==> src/pkg/core_irq_pkg.sv <==
/*
 Constants for the core interrupt control block: APB register map,
 control register field positions, reset values and the vector address.
 Assumes a 32-bit APB bus with byte addresses and one word per register.
*/
// Behaviour
// - Global enable, bit 7, allows unmasked interrupts when set, blocks all when clear.
// - Any reset forces the global enable to zero.
// - Return-from-interrupt leaves the routine and sets the global enable.
// - Peripheral group enable, bit 6, gates all peripheral sources.
// - Accepting clears global enable, pushes return address, loads PC with 0004h.
// - Flags set on their condition regardless of any enable.
// - Clearing global enable blocks next-cycle interrupts and inserts a no-op.
// - Interrupts blocked that way stay pending until global enable returns.
// - Every source has its own enable; a clear enable prevents vectoring.
// - Timer-zero overflow sets flag bit 2; enable is bit 5.
// - External pin event sets flag bit 1; enable bit 4; reserved when absent.
// - Change on four upper port pins sets flag bit 0; enable bit 3.
// - All eight control bits read and write, reset to zero.
// - Single-peripheral build uses bit 6 directly as that source's enable.
// - More peripheral sources come as matched flag and enable register pairs.
// - Each peripheral source has its own enable, also gated by bit 6.
// - Each peripheral source has its own flag, set on its condition.
`default_nettype none
package core_irq_pkg;
	// Register byte addresses
	localparam logic [7:0] ADDR_CTL = 8'h00;
	localparam logic [7:0] ADDR_PFLAG = 8'h04;
	localparam logic [7:0] ADDR_PEN = 8'h08;
	localparam logic [7:0] ADDR_STAT = 8'h0c;
	localparam logic [7:0] ADDR_STAT_CLR = 8'h10;
	localparam logic [7:0] ADDR_STAT_EN = 8'h14;
	localparam logic [7:0] ADDR_CPU = 8'h18;
	// Control register fields
	localparam int GLOBAL_EN_BIT = 7;
	localparam int GROUP_EN_BIT = 6;
	localparam int TIMER_EN_BIT = 5;
	localparam int EXTIE_BIT = 4;
	localparam int PCIE_BIT = 3;
	localparam int TIMER_FLAG_BIT = 2;
	localparam int EXTIF_BIT = 1;
	localparam int PCIF_BIT = 0;
	localparam logic [7:0] CTL_RESET = 8'h00;
	localparam logic [7:0] EXT_PIN_BITS = 8'h12;
	// Peripheral bank and port
	localparam int PERIPH_W = 8;
	localparam logic [7:0] PERIPH_RESET = 8'h00;
	localparam int PORT_W = 4;
	// Block status bits: taken, returned, no-op inserted
	localparam int STAT_W = 3;
	localparam int ST_TAKEN = 0;
	localparam int ST_RETURN = 1;
	localparam int ST_NOP = 2;
	localparam logic [2:0] STAT_RESET = 3'h0;
	// Program counter vector
	localparam int PC_W = 13;
	localparam logic [12:0] IRQ_VECTOR = 13'h0004;
	localparam logic [12:0] PC_RESET = 13'h0000;
endpackage
`default_nettype wire

==> src/hw/peripheral_flag_bank.sv <==
/*
 One matched pair of peripheral flag and peripheral enable registers.
 Assumes write strobes are single-cycle pulses from the bus slave and
 peripheral events are single-cycle pulses on the same clock.
*/
`default_nettype none
module peripheral_flag_bank
	import core_irq_pkg::*;
(
	input wire logic pclk,
	input wire logic presetn,
	input wire logic flag_wr,
	input wire logic enable_wr,
	input wire logic [PERIPH_W-1:0] wdata,
	input wire logic [PERIPH_W-1:0] event_set,
	output logic [PERIPH_W-1:0] flag_r,
	output logic [PERIPH_W-1:0] enable_r
);
	// Per-source flag and enable bits
	genvar i;
	generate
		for (i = 0; i < PERIPH_W; i++) begin : g_src
			// Hardware set wins over a software clear
			always_ff @(posedge pclk or negedge presetn) begin
				if (!presetn) begin
					flag_r[i] <= PERIPH_RESET[i];
				end else if (event_set[i]) begin
					flag_r[i] <= 1'b1;
				end else if (flag_wr) begin
					flag_r[i] <= wdata[i];
				end
			end
			// Individual enable
			always_ff @(posedge pclk or negedge presetn) begin
				if (!presetn) begin
					enable_r[i] <= PERIPH_RESET[i];
				end else if (enable_wr) begin
					enable_r[i] <= wdata[i];
				end
			end
		end
	endgenerate
endmodule // peripheral_flag_bank
`default_nettype wire

==> src/hw/core_interrupt_control.sv <==
/*
 Core interrupt control: control register with global, peripheral and
 core-source enables and flags, a peripheral flag/enable pair, the vector
 request to the CPU sequencer and an APB slave for all registers.
 Assumes the CPU sequencer pulses its instruction inputs for one cycle,
 and that event inputs are single-cycle pulses synchronous to pclk.
*/
`default_nettype none
module core_interrupt_control
	import core_irq_pkg::*;
#(
	parameter bit SINGLE_PERIPH = 1'b0,
	parameter bit EXT_PIN_PRESENT = 1'b1
) (
	input wire logic pclk,
	input wire logic presetn,
	input wire logic psel,
	input wire logic penable,
	input wire logic pwrite,
	input wire logic [7:0] paddr,
	input wire logic [31:0] pwdata,
	output logic [31:0] prdata,
	output logic pready,
	output logic pslverr,
	input wire logic timer_zero_ovf,
	input wire logic ext_pin_event,
	input wire logic [PORT_W-1:0] upper_port_pins,
	input wire logic [PERIPH_W-1:0] periph_event,
	input wire logic return_from_irq_instr,
	input wire logic global_clear_instr,
	output logic irq_request,
	output logic vector_take,
	output logic stack_push,
	output logic [PC_W-1:0] vector_pc,
	output logic nop_insert,
	output logic irq
);
	logic [7:0] ctl_r;
	logic [7:0] ctl_nxt;
	logic [7:0] ctl_mask;
	logic [PERIPH_W-1:0] pflag;
	logic [PERIPH_W-1:0] pen;
	logic [PORT_W-1:0] port_last_r;
	logic [PORT_W-1:0] port_diff;
	logic port_change;
	logic [STAT_W-1:0] stat_r;
	logic [STAT_W-1:0] stat_en_r;
	logic hold_r;
	logic core_hit;
	logic periph_hit;
	logic pending;
	logic take;
	logic global_clear_now;
	logic acc;
	logic wr;
	logic wr_ctl;

	// Bus decode for the access phase
	assign acc = psel && penable && pready;
	assign wr = acc && pwrite;
	assign wr_ctl = wr && (paddr == ADDR_CTL);

	// Reserved bits when the external pin is absent
	assign ctl_mask = EXT_PIN_PRESENT ? 8'hff : ~EXT_PIN_BITS;

	// Port change detect, one comparator per pin
	genvar g;
	generate
		for (g = 0; g < PORT_W; g++) begin : g_pin
			assign port_diff[g] = upper_port_pins[g] ^ port_last_r[g];
		end
	endgenerate
	assign port_change = |port_diff;

	// Last sampled port level
	always_ff @(posedge pclk or negedge presetn) begin
		if (!presetn) begin
			port_last_r <= '0;
		end else begin
			port_last_r <= upper_port_pins;
		end
	end

	// Source qualification and request
	always_comb begin
		core_hit = (ctl_r[TIMER_EN_BIT] && ctl_r[TIMER_FLAG_BIT])
			|| (ctl_r[EXTIE_BIT] && ctl_r[EXTIF_BIT])
			|| (ctl_r[PCIE_BIT] && ctl_r[PCIF_BIT]);
		if (SINGLE_PERIPH) begin
			periph_hit = ctl_r[GROUP_EN_BIT] && pflag[0];
		end else begin
			periph_hit = ctl_r[GROUP_EN_BIT] && (|(pflag & pen));
		end
		pending = ctl_r[GLOBAL_EN_BIT] && (core_hit || periph_hit);
	end

	// Global enable being cleared this cycle blocks the next one
	assign global_clear_now = global_clear_instr
		|| (wr_ctl && !pwdata[GLOBAL_EN_BIT] && ctl_r[GLOBAL_EN_BIT]);
	assign take = pending && !hold_r && !global_clear_now;

	// Control register next value
	always_comb begin
		ctl_nxt = ctl_r;
		if (wr_ctl) begin
			ctl_nxt = pwdata[7:0];
		end
		if (timer_zero_ovf) begin
			ctl_nxt[TIMER_FLAG_BIT] = 1'b1;
		end
		if (ext_pin_event) begin
			ctl_nxt[EXTIF_BIT] = 1'b1;
		end
		if (port_change) begin
			ctl_nxt[PCIF_BIT] = 1'b1;
		end
		if (return_from_irq_instr) begin
			ctl_nxt[GLOBAL_EN_BIT] = 1'b1;
		end
		if (global_clear_instr || take) begin
			ctl_nxt[GLOBAL_EN_BIT] = 1'b0;
		end
		ctl_nxt = ctl_nxt & ctl_mask;
	end

	// Control register
	always_ff @(posedge pclk or negedge presetn) begin
		if (!presetn) begin
			ctl_r <= CTL_RESET;
		end else begin
			ctl_r <= ctl_nxt;
		end
	end

	// One-cycle blocking window and no-op after a global clear
	always_ff @(posedge pclk or negedge presetn) begin
		if (!presetn) begin
			hold_r <= 1'b0;
			nop_insert <= 1'b0;
		end else begin
			hold_r <= global_clear_now;
			nop_insert <= global_clear_now;
		end
	end

	// Vectoring outputs to the CPU sequencer
	always_ff @(posedge pclk or negedge presetn) begin
		if (!presetn) begin
			vector_take <= 1'b0;
			stack_push <= 1'b0;
			vector_pc <= PC_RESET;
			irq_request <= 1'b0;
		end else begin
			vector_take <= take;
			stack_push <= take;
			irq_request <= pending;
			if (take) begin
				vector_pc <= IRQ_VECTOR;
			end
		end
	end

	// Peripheral flag and enable pair
	peripheral_flag_bank u_bank (
		.pclk(pclk),
		.presetn(presetn),
		.flag_wr(wr && (paddr == ADDR_PFLAG)),
		.enable_wr(wr && (paddr == ADDR_PEN)),
		.wdata(pwdata[PERIPH_W-1:0]),
		.event_set(periph_event),
		.flag_r(pflag),
		.enable_r(pen)
	);

	// Sticky block status, set wins over clear
	always_ff @(posedge pclk or negedge presetn) begin
		if (!presetn) begin
			stat_r <= STAT_RESET;
		end else begin
			stat_r <= (stat_r & ~((wr && (paddr == ADDR_STAT_CLR)) ? pwdata[STAT_W-1:0] : '0))
				| {global_clear_now, return_from_irq_instr, take};
		end
	end

	// Status enable and interrupt line
	always_ff @(posedge pclk or negedge presetn) begin
		if (!presetn) begin
			stat_en_r <= STAT_RESET;
			irq <= 1'b0;
		end else begin
			if (wr && (paddr == ADDR_STAT_EN)) begin
				stat_en_r <= pwdata[STAT_W-1:0];
			end
			irq <= |(stat_r & stat_en_r);
		end
	end

	// APB answer: ready in the first access cycle, error on unmapped
	always_ff @(posedge pclk or negedge presetn) begin
		if (!presetn) begin
			pready <= 1'b0;
			pslverr <= 1'b0;
			prdata <= '0;
		end else if (psel && !penable) begin
			pready <= 1'b1;
			pslverr <= 1'b0;
			prdata <= '0;
			case (paddr)
				ADDR_CTL: prdata[7:0] <= ctl_r;
				ADDR_PFLAG: prdata[PERIPH_W-1:0] <= pflag;
				ADDR_PEN: prdata[PERIPH_W-1:0] <= pen;
				ADDR_STAT: prdata[STAT_W-1:0] <= stat_r;
				ADDR_STAT_CLR: prdata <= '0;
				ADDR_STAT_EN: prdata[STAT_W-1:0] <= stat_en_r;
				ADDR_CPU: prdata[2:0] <= {hold_r, pending, ctl_r[GLOBAL_EN_BIT]};
				default: pslverr <= 1'b1;
			endcase
		end else begin
			pready <= 1'b0;
			pslverr <= 1'b0;
		end
	end
endmodule // core_interrupt_control
`default_nettype wire

==> config.mk <==
export PLATFORM = sky130hd
export DESIGN_NAME = core_interrupt_control
export DESIGN_NICKNAME = d
export VERILOG_FILES = /design/src/pkg/core_irq_pkg.sv /design/src/hw/peripheral_flag_bank.sv /design/src/hw/core_interrupt_control.sv
export SDC_FILE = /design/constraint.sdc
export NUM_CORES = 1
export LEC_CHECK = 0
export BUFFER_PORTS_ARGS = -buffer_cell sky130_fd_sc_hd__buf_2
export CAP_MARGIN = 20
export CORE_ASPECT_RATIO = 1.4
export CORE_MARGIN = 2
export CORE_UTILIZATION = 48
export CTS_CLUSTER_SIZE = 30
export DETAILED_ROUTE_END_ITERATION = 6
export MAX_ROUTING_LAYER = met4
export PLACE_DENSITY = 0.8
export SLEW_MARGIN = 20
export SYNTH_ARGS = -nofsm -noshare
export SYNTH_HDL_FRONTEND = slang
export SYNTH_SLANG_ARGS = --single-unit
==> constraint.sdc <==
create_clock -name pclk -period 1.9 [get_ports pclk]
set_input_delay 0.19 -clock pclk [delete_from_list [all_inputs] [get_ports pclk]]
set_output_delay 0.19 -clock pclk [all_outputs]
set_load 0.02 [all_outputs]
**Word level (Yosys, flattened, before mapping)**

Index checks and enable logic that the tools add are counted.

- Flip-flop bits (word level): 49
- Latch bits: 0
- Memory bits (writable): 0
- ROM bits: 0
- Input port bits: 61
- Output and inout bits: 52
- Logic and storage cells: 119
- Memories: 0

- Add/sub/neg operators: 0
- Multipliers: 0
- Div/mod/pow operators: 0
- Order comparisons: 0
- Equality and inequality tests: 6
- Shift-type cells: 0
- Multiplexer cells: 28
- Bitwise gates (word level): 9
- Reductions and logical operators: 44

Operators by type and width:

| kind | count |
|---|---|
| 8-bit by 5-bit equality test with 1-bit output (second input constant) | 3 |
| 1-bit 2-to-1 mux | 24 |
| 2-bit nonzero test | 11 |
| 1-bit logical AND | 18 |
| 3-bit case mux with 6 select lines | 1 |
| 8-bit by 4-bit equality test with 1-bit output (second input constant) | 2 |
| 5-bit case mux with 3 select lines | 1 |
| 8-bit bitwise AND | 1 |
| 8-bit by 3-bit equality test with 1-bit output (second input constant) | 1 |
| 8-bit zero test | 1 |
| 8-bit 2-to-1 mux | 1 |
| 8-bit OR reduction | 1 |
| 7-bit OR reduction | 1 |
| 3-bit bitwise AND | 2 |
| 1-bit logical OR | 5 |
| 1-bit zero test | 4 |
| 4-bit OR reduction | 1 |
| 1-bit XOR | 4 |
| 3-bit 2-to-1 mux | 1 |
| 3-bit inverter | 1 |
| 3-bit OR | 1 |
| 3-bit nonzero test | 1 |
| 3-bit OR reduction | 1 |

**Logic depth before layout (Yosys ltp)**

- Word-level depth: 11
- Mapped depth: 7
- Depth with buffers taken out: 5

**Cells and area by module**

From an unflattened synthesis, not the netlist that was laid out.

- Cells, all modules: 245
- Area total of the unflattened synthesis: 2,611.3 um2

By module, submodules not included:

| module | times used | cells each | area each (um2) | sequential area each (um2) |
|---|---|---|---|---|
| core_interrupt_control | 1 | 203 | 1,978.1 | 825.8 |
| peripheral_flag_bank | 1 | 42 | 633.1 | 400.4 |

**Least setup slack after synthesis**

OpenSTA, ideal clock, no wires.

- Path kind: input to register
- Start point: in paddr[2]
- End point: reg u_bank.enable_r[2]
- Setup time: 0.125 ns
- Arrival time: 1.456 ns
- Data required time: 1.775 ns
- Setup slack: 0.319 ns
- Cell stages on the path: 5
- Buffers on the path: 2
- Path through: buf_4 -> nor4b_4 -> and3_1 -> buf_2 -> mux2_2

- Word-level cells in the longest chain between the ends: 2

RTL lines:

| item | RTL line | RTL |
|---|---|---|
| from (decl) | core_interrupt_control.sv:20 | `input wire logic [7:0] paddr,` |
| 8-bit by 4-bit equality test with 1-bit output | core_interrupt_control.sv:168 | `.enable_wr(wr && (paddr == ADDR_PEN)),` |
| 1-bit logical AND | core_interrupt_control.sv:168 |  |
| to (signal, indexed assignment) | peripheral_flag_bank.sv:36 | `enable_r[i] <= PERIPH_RESET[i];` |
| to (signal, indexed assignment) | peripheral_flag_bank.sv:38 | `enable_r[i] <= wdata[i];` |
| to (decl) | peripheral_flag_bank.sv:17 | `output logic [PERIPH_W-1:0] enable_r` |

No other way between the ends.
A chain may end at the register's enable or synchronous reset.

**Worst setup path in the final report**

- Start point: reg pready
- End point: reg u_bank.flag_r[6]

- Word-level cells in the longest chain between the ends: 4

RTL lines:

| item | RTL line | RTL |
|---|---|---|
| from (decl) | core_interrupt_control.sv:23 | `output logic pready,` |
| from (signal assigned) | core_interrupt_control.sv:201 | `pready <= 1'b0;` |
| from (signal assigned) | core_interrupt_control.sv:205 | `pready <= 1'b1;` |
| from (signal assigned) | core_interrupt_control.sv:219 | `pready <= 1'b0;` |
| 1-bit logical AND | core_interrupt_control.sv:59 | `assign acc = psel && penable && pready;` |
| 1-bit logical AND | core_interrupt_control.sv:60 | `assign wr = acc && pwrite;` |
| 1-bit logical AND | core_interrupt_control.sv:167 | `.flag_wr(wr && (paddr == ADDR_PFLAG)),` |
| 2-bit nonzero test (no line) | n/a |  |
| to (signal, indexed assignment) | peripheral_flag_bank.sv:26 | `flag_r[i] <= PERIPH_RESET[i];` |
| to (signal, indexed assignment) | peripheral_flag_bank.sv:30 | `flag_r[i] <= wdata[i];` |
| to (decl) | peripheral_flag_bank.sv:16 | `output logic [PERIPH_W-1:0] flag_r,` |

No other way between the ends.

==> results by group <==
Critical path
  – Reg2reg start: pready
  – CP cell instances: and4_2 > and3_1 > nor2b_1 > a211o_2
  – Worst path bufs/invs: 0
  – Internal reg-to-reg setup slack: 0.15 ns
  – WS Path Type: flop to flop
  – Worst reg2reg path depth: 4
  – Crit-path max FO: 15
  – CP peak stage delay: 0.57 ns
  – Critical Path RT: 2.09 ns
  – Critical Path End Type: flop
  – Worst path top cell family by delay: simple AND/OR/NAND/NOR gates
  – Critical Path AT: 1.93 ns
  – Slowest CP cell: and3_1
  – Startpoint Class: flop
  – Worst reg2reg path endpoint: u_bank.flag_r[6]

STA
  – Final setup TNS: 0 ns
  – Clock skew: 0.0118 ns
  – Worst relative slew slack: 58.3%
  – Slew at the pin with the worst max-slew slack: 0.625 ns
  – Final hold slack: 0.0185 ns
  – RSZ-0062 raised after global routing: no
  – Final Hold Fails: 0
  – FMAX: 573 MHz
  – Tcrit/Tclk final: 91.9%
  – Fin. max-slew vios: 0
  – Minimum clock period: 1.75 ns
  – Final setup margin: 0.153 ns
  – Setup violators final: 0

Yosys
  – Primary FF master, synth: dfrtp_1
  – Register area share after synthesis: 46.4%
  – Mean Syn Cell Area: 11.5 sq um
  – Synth Register Bits: 49
  – Netlist area before placement: 2640 sq um
  – Async S/R FF share, synth: 100%
  – Area leader, netlist: dfrtp_1
  – Synth cell types: 47
  – Synth warn: 0
  – Ranking of synthesized cells by area: dfrtp_1 (46%), buf_4 (11%), mux2_2 (6.8%)
  – Post-Syn Instances: 229
  – Post-synth EDFFs: 0
  – Area share of the largest cell type after synthesis: 46.4%

Clock tree
  – Clock Latency Late Sink: 0.31 ns
  – Deepest clock path buffer count: 2
  – Clk slew on worst S/H paths: 0.09 ns
  – Total clock sinks: 49
  – CTS root buf: clkbuf_8
  – H-tree levels: 2
  – CTS tree: yes
  – Post-CTS setup buffers: 0
  – Number of CTS-inserted buffers: 5
  – CTS resizes: 0
  – CTS Hold Buffers Added: 1

Routing
  – DRT Wirelength: 5650 microns
  – Drt drc: 0
  – Top sig layer: met4
  – DRT antenna net count: 0
  – Met2 routed WL: 2930 microns
  – Routed len/inst: 16.0 microns
  – Drt first pass iters: 4
  – Iteration-0 DRC count of the detailed router: 215
  – Routed wl met3: 339 microns
  – Routed vias/inst: 5.47
  – Wire length on met1: 2160 microns
  – Vias after detailed routing: 1924

Layout
  – Utilization after layout: 56.1%
  – Layout Cells excl Fill: 352
  – Fill count: 489
  – Fin nets: 346
  – Share of cells above drive strength 1: 34.6%
  – Most common cell after layout, fill and taps aside: buf_2
  – Inserted Diodes: 0
  – Final Cell Area: 2940 sq um
  – Area growth from synthesis to layout: 11.2%
  – Multi-input logic area: 1190 sq um
  – Most frequent cells in the layout: buf_2 (52), dfrtp_1 (49), conb_1 (36), mux2_2 (16)
  – Reg area: 1230 sq um

Die
  – Die Ht: 91.8 microns
  – Die area: 6120 sq um
  – Num ports: 113
  – Die X: 66.7 microns
  – FP Rows: 31
  – Initial Util: 50.4%
  – Core area: 5240 sq um

Run status
  – Status: completed

Placed design
  – DP Worst Slack: 0.0946 ns
  – IO Port Bufs: 52
  – Routability cong.: 0.957
  – Area after DPL: 2830 sq um
  – Dpl cells: 343
  – DP HPWL: 4230 microns

Hold path
  – WHS Endpoint: port_last_r[2]
  – Hold path cells: 1
  – Hold Crit Start: upper_port_pins[2]
  – Worst Hold Class: input port to flop

Global routing
  – Initial antenna violation count: 0
  – Total grt overflow: 0
  – Vias in the first global route: 1879
  – GRT Resource Usage Total: 20.2%
  – Global-route wire length before repair: 9070 microns
  – Largest net degree at the start of global routing: 50

Pwr
  – Static Leak: 1.42 nW
  – VDD IR max: 0.550 mV
  – Total power: 1.96 mW
  – P per Cell Area: 667 nW/um^2

Job
  – Max_cap viols: 0
-- registers in the layout, indices dropped and copies added (netlist names), 3 cells and up --
| signal | count |
|---|---|
| port_last_r | 4 |
| stat_en_r | 3 |
| ctl_r | 8 |
| u_bank.flag_r | 8 |
| stat_r | 3 |
| prdata | 8 |
| u_bank.enable_r | 8 |
-- where the power goes --
group,internal [mW],switching [mW],total (mW)
sequential,1.05,0.00881,1.06
clock,0.329,0.336,0.665
combinational,0.0672,0.163,0.230
total,1.45,0.507,1.96
-- cell usage after synthesis (all sizes together), types with 3 or more instances --
cell type and instances:
o2bb2ai 6, buf 42, mux2 19, a211o 10, nor3 5, a21o 3
mux2i 3, nand4 5, nand2 8, xor2 4, dfrtp 49, a22o 6
and3 3, clkbuf 4, nor2 7, and2 3, a22oi 9, nor2b 9
a222oi 3, inv 4
-- cell families after synthesis --
kind of cell	Yosys count	synth area share [%]
DFF	49	46.4
xor gates and xnor gates	4	1.33
buffers and inverters	50	13.5
muxes	22	9.24
AOI/OAI and AO/OA	51	16.5
other	1	0.142
and+or+nand+nor	52	12.8
-- worst max-delay path by stage --
stage / startpoint / end / slack [ns] / cells after the start
6_report: pready / u_bank.flag_r[6] / 0.15 / 4
4_1_cts: pready / u_bank.flag_r[3] / 0.19 / 4
2_1_floorplan: paddr[2] / u_bank.enable_r[2] / 0.32 / 5
5_1_grt: pready / u_bank.flag_r[6] / 0.08 / 4
3_5_place_dp: paddr[7] / u_bank.flag_r[5] / 0.09 / 5
3_3_place_gp: paddr[7] / u_bank.flag_r[6] / 0.12 / 5
-- cell type report --
cell class | instances | share of cell area [%]
Multi-Input combinational cell | 165 | 40.5
Clock buffer | 7 | 3.28
Inverter | 4 | 0.511
Tap cell | 66 | 2.81
Timing Repair Buffer | 60 | 11.0
Sequential cell | 49 | 41.8
Clock inverter | 1 | 0.170
-- metal layers --
metal | global-route usage [%] | up-vias
met4 | 10.4 | 0
met3 | 3.07 | 16
met2 | 33.4 | 92
li1 | - | 879
met5 | - | -
met1 | 23.3 | 937
No activity file was read; power rests on OpenSTA's default activity.
